### config.mk
export PLATFORM = sky130hd
export DESIGN_NAME = lictl_regs
export DESIGN_NICKNAME = d
export VERILOG_FILES = /design/src/verilog/lictl_sync.v /design/src/verilog/lictl_lcs_decode.v /design/src/verilog/lictl_regs.v
export VERILOG_INCLUDE_DIRS = /design/src /design/src/verilog
export SDC_FILE = /design/constraint.sdc
export NUM_CORES = 1
export LEC_CHECK = 0
export ABC_AREA = 1
export BUFFER_PORTS_ARGS = -buffer_cell sky130_fd_sc_hd__buf_4
export CORE_MARGIN = 2
export CORE_UTILIZATION = 30
export DETAILED_ROUTE_END_ITERATION = 10
export PLACE_DENSITY_LB_ADDON = 0.05
export SETUP_SLACK_MARGIN = 0.3
export SYNTH_ARGS = -nofsm -noshare
export SYNTH_HDL_FRONTEND = slang
export SYNTH_SLANG_ARGS = --single-unit
### constraint.sdc
create_clock -name clk -period 1.7 [get_ports clk]
set_clock_uncertainty 0.05 [all_clocks]
set_input_delay 0.425 -clock clk [delete_from_list [all_inputs] [get_ports clk]]
set_output_delay 0.425 -clock clk [all_outputs]
set_load 0.01 [all_outputs]
### src/verilog/lictl_defs.vh
/*
 * Constants of the line interface control register bank: offsets, field positions,
 * reset values and the interrupt register block.
 * Assumes inclusion by bare name from the design files of this block.
 */
`ifndef LICTL_DEFS_VH
`define LICTL_DEFS_VH

// ----------------------------------------------------------------------------
// Register offsets
// ----------------------------------------------------------------------------
`define LICTL_ADDR_W          4
`define LICTL_OFF_CTRL1       4'h5
`define LICTL_OFF_CTRL2       4'h6
`define LICTL_OFF_RSVD7       4'h7
`define LICTL_OFF_RSVD8       4'h8
`define LICTL_OFF_SRATE       4'h9
`define LICTL_OFF_RSVD10      4'ha
`define LICTL_OFF_REV         4'hb
`define LICTL_OFF_STAT        4'hc
`define LICTL_OFF_IRQ_STAT    4'hd
`define LICTL_OFF_IRQ_EN      4'he
`define LICTL_OFF_IRQ_CLR     4'hf

// ----------------------------------------------------------------------------
// Field positions and reset values
// ----------------------------------------------------------------------------
`define LICTL_CTRL2_RST       8'h70
`define LICTL_TXL_RST         2'b10
`define LICTL_RXL_RST         2'b10
`define LICTL_MUTE_RST        1'b1
`define LICTL_PDL_RST         1'b1
`define LICTL_CTRL2_MASK      8'h7b
`define LICTL_SRATE_RST       8'h00
`define LICTL_SRATE_MASK      8'h07
`define LICTL_BIT_TXL_HI      6
`define LICTL_BIT_RXL_HI      5
`define LICTL_BIT_PDL         4
`define LICTL_BIT_PDN         3
`define LICTL_BIT_TXL_LO      1
`define LICTL_BIT_RXL_LO      0
`define LICTL_BIT_OFFHOOK     0
`define LICTL_BIT_LINKERR     7
`define LICTL_BIT_FRAME       6
`define LICTL_LVL_MUTE        2'b10
`define LICTL_SRATE_RSVD      3'b111
`define LICTL_SENSE_HI_EXC    5'h1e
`define LICTL_SENSE_LO_EXC    5'h01
`define LICTL_LCS_HI_EXC      4'he
`define LICTL_LCS_LO_EXC      4'h1
`define LICTL_REV_DEFAULT     4'h1

// Interrupt status bits: link error, frame lock lost, frame lock gained
`define LICTL_IRQ_W           3
`define LICTL_IRQ_LINKERR     0
`define LICTL_IRQ_LOCKLOSS    1
`define LICTL_IRQ_LOCKGAIN    2

`endif

### src/verilog/lictl_sync.v
/*
 * Two-flip-flop synchroniser for a bus of levels.
 * Assumes inputs are quasi-static levels from outside the clk domain.
 */
`timescale 1ns/1ps
`default_nettype none
module lictl_sync #(
    parameter W = 1
) (
    input  wire         clk,
    input  wire         resetn,
    input  wire [W-1:0] d,
    output reg  [W-1:0] q
);
    reg [W-1:0] meta_r;

    // First stage feeds only the second stage
    always @(posedge clk or negedge resetn) begin
        if (!resetn) begin
            meta_r <= {W{1'b0}};
            q      <= {W{1'b0}};
        end else begin
            meta_r <= d;
            q      <= meta_r;
        end
    end
endmodule // lictl_sync
`default_nettype wire

### src/verilog/lictl_lcs_decode.v
/*
 * Loop current decode from the five-bit line sense value.
 * Assumes a synchronised sense value and hook state from the same clock.
 */
`timescale 1ns/1ps
`default_nettype none
`include "lictl_defs.vh"
module lictl_lcs_decode (
    input  wire [4:0] line_sense_raw,
    input  wire       off_hook,
    output reg  [3:0] loop_current_sense
);
    // Off-hook applies the two end exceptions, on-hook takes bits 4:1
    always @* begin
        loop_current_sense = line_sense_raw[4:1];
        if (off_hook) begin
            if (line_sense_raw == `LICTL_SENSE_HI_EXC)
                loop_current_sense = `LICTL_LCS_HI_EXC;
            else if (line_sense_raw == `LICTL_SENSE_LO_EXC)
                loop_current_sense = `LICTL_LCS_LO_EXC;
        end
    end
endmodule // lictl_lcs_decode
`default_nettype wire

### src/verilog/lictl_regs.v
/*
 * Line interface control register bank: call-progress levels, power-down,
 * sample rate, revision readout, line-side status and a small interrupt block.
 * Assumes a host port with one-cycle strobes, read data in the following cycle,
 * and line-side status pins asynchronous to clk.
 */
// Implementation choice: strobed register access.
`timescale 1ns/1ps
`default_nettype none
`include "lictl_defs.vh"
module lictl_regs #(
    parameter [3:0] REV_VALUE = `LICTL_REV_DEFAULT   // Arbitrary revision value
) (
    input  wire       clk,
    input  wire       resetn,
    input  wire [3:0] addr,
    input  wire [7:0] wdata,
    input  wire       wr_en,
    input  wire       rd_en,
    output reg  [7:0] rdata,
    input  wire       link_error_pin,
    input  wire       frame_lock_pin,
    input  wire [4:0] line_sense_pin,
    output reg  [1:0] callprog_tx_level,
    output reg  [1:0] callprog_rx_level,
    output reg        callprog_tx_mute,
    output reg        callprog_rx_mute,
    output reg        line_side_powerdown,
    output reg        system_side_powerdown,
    output reg  [2:0] sample_rate_select,
    output reg        sample_rate_invalid,
    output reg        off_hook_request,
    output wire       irq
);
    // ------------------------------------------------------------------------
    // Storage
    // ------------------------------------------------------------------------
    reg  [7:0] ctrl1_r;
    reg  [7:0] ctrl2_r;
    reg  [7:0] srate_r;
    reg        linkerr_r;
    reg        frame_d_r;
    reg  [`LICTL_IRQ_W-1:0] irq_stat_r;
    reg  [`LICTL_IRQ_W-1:0] irq_en_r;
    reg  [`LICTL_IRQ_W-1:0] irq_set;
    reg  [`LICTL_IRQ_W-1:0] irq_stat_nxt;
    reg  [7:0] rdata_nxt;
    wire [6:0] sync_q;
    wire       linkerr_s;
    wire       frame_s;
    wire [4:0] sense_s;
    wire [3:0] lcs;
    wire       wr_ctrl1;
    wire       wr_ctrl2;
    wire       wr_srate;
    wire       wr_stat;

    // ------------------------------------------------------------------------
    // Input synchronisation and decode
    // ------------------------------------------------------------------------
    lictl_sync #(
        .W (7)
    ) u_sync (
        .clk    (clk),
        .resetn (resetn),
        .d      ({link_error_pin, frame_lock_pin, line_sense_pin}),
        .q      (sync_q)
    );
    assign linkerr_s = sync_q[6];
    assign frame_s   = sync_q[5];
    assign sense_s   = sync_q[4:0];

    lictl_lcs_decode u_lcs (
        .line_sense_raw     (sense_s),
        .off_hook           (ctrl1_r[`LICTL_BIT_OFFHOOK]),
        .loop_current_sense (lcs)
    );

    // Write strobes per register; reserved and read-only offsets get none
    assign wr_ctrl1 = wr_en && (addr == `LICTL_OFF_CTRL1);
    assign wr_ctrl2 = wr_en && (addr == `LICTL_OFF_CTRL2);
    assign wr_srate = wr_en && (addr == `LICTL_OFF_SRATE);
    assign wr_stat  = wr_en && (addr == `LICTL_OFF_STAT);

    // ------------------------------------------------------------------------
    // Control registers
    // ------------------------------------------------------------------------
    // Writable bits only; reserved bits stay zero
    always @(posedge clk or negedge resetn) begin
        if (!resetn) begin
            ctrl1_r <= 8'h00;
            ctrl2_r <= `LICTL_CTRL2_RST;
            srate_r <= `LICTL_SRATE_RST;
        end else begin
            if (wr_ctrl1)
                ctrl1_r <= wdata & 8'h01;
            if (wr_ctrl2)
                ctrl2_r <= wdata & `LICTL_CTRL2_MASK;
            if (wr_srate)
                srate_r <= wdata & `LICTL_SRATE_MASK;
        end
    end

    // System-side power-down latches; only reset restores operation
    always @(posedge clk or negedge resetn) begin
        if (!resetn)
            system_side_powerdown <= 1'b0;
        else if (wr_ctrl2 && wdata[`LICTL_BIT_PDN])
            system_side_powerdown <= 1'b1;
    end

    // Control outputs from registers; reset values match the control register
    // reset so the line side never leaves power-down for a cycle after reset
    always @(posedge clk or negedge resetn) begin
        if (!resetn) begin
            callprog_tx_level   <= `LICTL_TXL_RST;
            callprog_rx_level   <= `LICTL_RXL_RST;
            callprog_tx_mute    <= `LICTL_MUTE_RST;
            callprog_rx_mute    <= `LICTL_MUTE_RST;
            line_side_powerdown <= `LICTL_PDL_RST;
            sample_rate_select  <= 3'b000;
            sample_rate_invalid <= 1'b0;
            off_hook_request    <= 1'b0;
        end else begin
            callprog_tx_level   <= {ctrl2_r[`LICTL_BIT_TXL_HI], ctrl2_r[`LICTL_BIT_TXL_LO]};
            callprog_rx_level   <= {ctrl2_r[`LICTL_BIT_RXL_HI], ctrl2_r[`LICTL_BIT_RXL_LO]};
            callprog_tx_mute    <= ({ctrl2_r[`LICTL_BIT_TXL_HI], ctrl2_r[`LICTL_BIT_TXL_LO]}
                                    == `LICTL_LVL_MUTE);
            callprog_rx_mute    <= ({ctrl2_r[`LICTL_BIT_RXL_HI], ctrl2_r[`LICTL_BIT_RXL_LO]}
                                    == `LICTL_LVL_MUTE);
            line_side_powerdown <= ctrl2_r[`LICTL_BIT_PDL];
            sample_rate_select  <= srate_r[2:0];
            sample_rate_invalid <= (srate_r[2:0] == `LICTL_SRATE_RSVD);
            off_hook_request    <= ctrl1_r[`LICTL_BIT_OFFHOOK];
        end
    end

    // ------------------------------------------------------------------------
    // Link status
    // ------------------------------------------------------------------------
    // Sticky link error; set wins over a zero write in the same cycle
    always @(posedge clk or negedge resetn) begin
        if (!resetn)
            linkerr_r <= 1'b0;
        else if (linkerr_s)
            linkerr_r <= 1'b1;
        else if (wr_stat && !wdata[`LICTL_BIT_LINKERR])
            linkerr_r <= 1'b0;
    end

    // Delayed frame flag for edge events
    always @(posedge clk or negedge resetn) begin
        if (!resetn)
            frame_d_r <= 1'b0;
        else
            frame_d_r <= frame_s;
    end

    // ------------------------------------------------------------------------
    // Interrupts
    // ------------------------------------------------------------------------
    // Event sources, sticky status, write-one clear with set priority
    always @* begin
        irq_set = {`LICTL_IRQ_W{1'b0}};
        irq_set[`LICTL_IRQ_LINKERR]  = linkerr_s && !linkerr_r;
        irq_set[`LICTL_IRQ_LOCKLOSS] = frame_d_r && !frame_s;
        irq_set[`LICTL_IRQ_LOCKGAIN] = !frame_d_r && frame_s;
        irq_stat_nxt = irq_stat_r;
        if (wr_en && (addr == `LICTL_OFF_IRQ_CLR))
            irq_stat_nxt = irq_stat_nxt & ~wdata[`LICTL_IRQ_W-1:0];
        irq_stat_nxt = irq_stat_nxt | irq_set;
    end

    always @(posedge clk or negedge resetn) begin
        if (!resetn) begin
            irq_stat_r <= {`LICTL_IRQ_W{1'b0}};
            irq_en_r   <= {`LICTL_IRQ_W{1'b0}};
        end else begin
            irq_stat_r <= irq_stat_nxt;
            if (wr_en && (addr == `LICTL_OFF_IRQ_EN))
                irq_en_r <= wdata[`LICTL_IRQ_W-1:0];
        end
    end

    assign irq = |(irq_stat_r & irq_en_r);

    // ------------------------------------------------------------------------
    // Read path
    // ------------------------------------------------------------------------
    // Read mux; unmapped and reserved offsets read zero
    always @* begin
        rdata_nxt = 8'h00;
        case (addr)
            `LICTL_OFF_CTRL1:    rdata_nxt = ctrl1_r;
            `LICTL_OFF_CTRL2:    rdata_nxt = ctrl2_r | (system_side_powerdown
                                             ? 8'h08 : 8'h00);
            `LICTL_OFF_SRATE:    rdata_nxt = srate_r;
            `LICTL_OFF_REV:      rdata_nxt = {4'h0, REV_VALUE};
            `LICTL_OFF_STAT:     rdata_nxt = {linkerr_r, frame_s, 2'b00, lcs};
            `LICTL_OFF_IRQ_STAT: rdata_nxt = {5'h00, irq_stat_r};
            `LICTL_OFF_IRQ_EN:   rdata_nxt = {5'h00, irq_en_r};
            default:             rdata_nxt = 8'h00;
        endcase
    end

    // Read data registered, valid only in the cycle after the strobe
    always @(posedge clk or negedge resetn) begin
        if (!resetn)
            rdata <= 8'h00;
        else if (rd_en)
            rdata <= rdata_nxt;
        else
            rdata <= 8'h00;
    end
endmodule // lictl_regs
`default_nettype wire

==> qor.yml <==
min_path:
  hp-class: "input pin to asynchronous set/reset pin"
global_route:
  grt_max_degree: 54
  grt_first_pass_wirelength_microns: 6560
  grt_usage_pct: 11.8
  antenna_found_initial: 0
  globalRouteOverflowTotal: 0
  grt_pass1_vias: 1366
critical_path:
  worstSetupPathType: "flop to output pin"
  critPathMaxFanout: 3
  reg2reg_from: "srate_r[0]$_DFFE_PN0P_"
  path_cells: "inv_2 -> o221ai_2 -> buf_4"
  cpMaxStageDelayCell: "dfrtp_1"
  setup.worst_path.start_class: "flop"
  slowest_delay_ns: 0.34
  worst_ep_required_time_ns: 1.22
  critPathLaunch: "irq_en_r[2]$_DFFE_PN0P_"
  crit_family: "flip-flops"
  end_kind: "output pin"
  worst-path-buf-inv: 2
  cp.arrival_ns: 1.03
floorplan:
  die-area_sq_mm: 0.00707
  row_count: 29
  die_y_microns: 84.1
  core_sq_mm: 0.00628
  initial_core_util_pct: 30.7
  fp.dieW_microns: 84.1
  top_level_ports: 45
yosys:
  yosysSeqAreaShare_pct: 69.4
  yosysUniqueCellTypes: 21
  avgSynthCellArea_sq_um: 10.8
  yosys_warnings: 0
  synth_area_sq_mm: 0.00192
  synth_fp_nets: 202
  synth_cells: 179
  synth_seq_cells: 53
clock_network:
  cts_setup_buffers: 0
  cts.path.max_buffers: 2
  cts_made_buffers: 5
  clkTransAtPathRegs_ns: 0.09
  cts_tree: "yes"
  cts_root_buffer: "clkbuf_8"
  ctsHoldBuffers: 0
  clkLatencyLatePin_ns: 0.30
  cts_max_level: 2
  clock_sinks: 53
timing:
  setup_ws_ns: 0.199
  setup_tns_ns: 0
  fmax_mhz: 666
  final_max_slew_viol_count: 0
  min_period_ns: 1.50
  finalHoldViolCount: 0
  tightestPinTransition_ns: 0.636
  relSlewSlack_pct: 57.6
  finalCritPeriodShare_pct: 88.3
  setup_viol: 0
  rsz0062_at_grt: "true"
layout:
  fillers: 618
  seq_area_sq_mm: 0.00134
  syn_to_final_growth_pct: 27.6
  finalNetCount: 253
  insertedDiodeCount: 0
  utilization_pct: 39.1
  drive_gt1_share_pct: 32.9
  multi_input_area_sq_um: 478
pwr:
  powerDensity_mw_per_mm2: 1060
  max-vdd-ir-drop_mv: 0.461
  power.leakage_uw: 0.00123
drt:
  ant_nets: 0
  vias: 1349
  wl_per_cell_microns: 12.4
  wirelength_microns: 3830
  drc: 0
  firstDrtPassIters: 4
  drt-initial-drc-count: 82
  viasPerCell: 4.38
placement:
  portBuffers: 44
  dp_slack_ns: 0.248
  place_hpwl_microns: 2900
  gp_congestion: 0.864
outcome:
  status: "completed"
job:
  drv_cap: 0
logic make-up after synthesis:
kind of cell	after synthesis	synth area share [%]
DFF	53	69.4
AOI/OAI and AO/OA	26	7.67
buffers and inverters	29	6.05
and+or+nand+nor	71	16.8
layer usage:
metal / up-vias / global-route usage (%) / share of wire [%]
li1: 662 / - / -
met1: 643 / 15.0 / 44
met2: 38 / 18.8 / 49
met3: 6 / 3.96 / 5.4
met4: 0 / 4.11 / 1.5
met5: - / 0 / 0
layout by cell type (no fill, tap or decap):
cell type and count:
nand4_1 3, nor2_2 3, nor3_4 1, inv_2 5
nand2_1 31, nand3_1 9, inv_1 23, clkbuf_1 1
a21oi_1 3, nor3_1 2, nor2_1 19, a21oi_2 3
nor2_4 1, dfstp_2 8, buf_4 40, nand2_2 1
buf_6 5, clkbuf_8 5, o22ai_1 2, o21ai_1 16
dfrtp_1 45, nor3_2 1, clkinv_2 2, o21ai_0 1
o221ai_2 1
metrics by stage:
step	instances	hold slack (ns)	area (sq um)	total power (uW)
after floorplan	179	0.0794	1920	1710
after global placement	300	0.284	2350	1940
after detailed placement	300	0.286	2350	1950
after CTS	308	0.119	2450	2660
after global routing	308	0.142	2450	2760
final	308	0.0942	2450	2610
repair_timing:
| action | 4_1_cts | 5_1_grt |
|---|---|---|
| setup endpoints to repair | 6 | 6 |
| hold endpoints to repair | 0 | 0 |
| gates resized for setup | 8 | 0 |
cell usage after synthesis:
library cell	instances	area share [%]
dfstp_2	8	11
inv_1	25	4.9
a21oi_2	3	1.4
o21ai_0	1	0.26
o221ai_1	1	0.46
nand2_2	1	0.33
a21oi_1	3	0.78
nand2_1	31	6.0
nor2_1	19	3.7
nand3_1	9	2.3
inv_2	3	0.59
dfrtp_1	45	59
nor3_2	1	0.52
nor2_4	1	0.59
nor2_2	3	0.98
nand4_1	3	0.98
o22ai_1	2	0.65
nor3_1	2	0.52
nor3_4	1	0.85
o21ai_1	16	4.2
buf_6	1	0.59
power breakdown:
part	internal, uW	switching (uW)	total, uW
Sequential	1450	85.8	1530
Clock	286	382	669
Combinational	203	211	414
path summary, 6_finish.rpt:
check                      slack, ns  depth (start not counted)                               to
setup / recovery                0.20                          3                              irq
hold / removal                  0.09                          1  sample_rate_select[1]$_DFF_PN0_
setup reg to reg                0.63                          6               rdata[0]$_DFF_PN0_
hold reg to reg                 0.30                          0            u_sync.q[2]$_DFF_PN0_
max in group asynchronous       1.08                          1               rdata[0]$_DFF_PN0_
min in group clk                0.18                          1       u_sync.meta_r[6]$_DFF_PN0_
registers in the layout, indices dropped and copies added (netlist names), 2 cells and up:
register	cells
rdata	8
u_sync.meta_r	7
u_sync.q	7
ctrl2_r	6
irq_en_r	3
irq_stat_r	3
sample_rate_select	3
srate_r	3
callprog_rx_level	2
callprog_tx_level	2
area by class of cell:
type	instances	share of cell area, %
inverters	28	4.28
repair buffers	45	14.5
clock buffers	6	2.96
well taps	77	3.92
flip-flops and latches	53	54.4
clock inverters	2	0.408
multi-input cells	97	19.5
(Power assumes the default switching activity.)
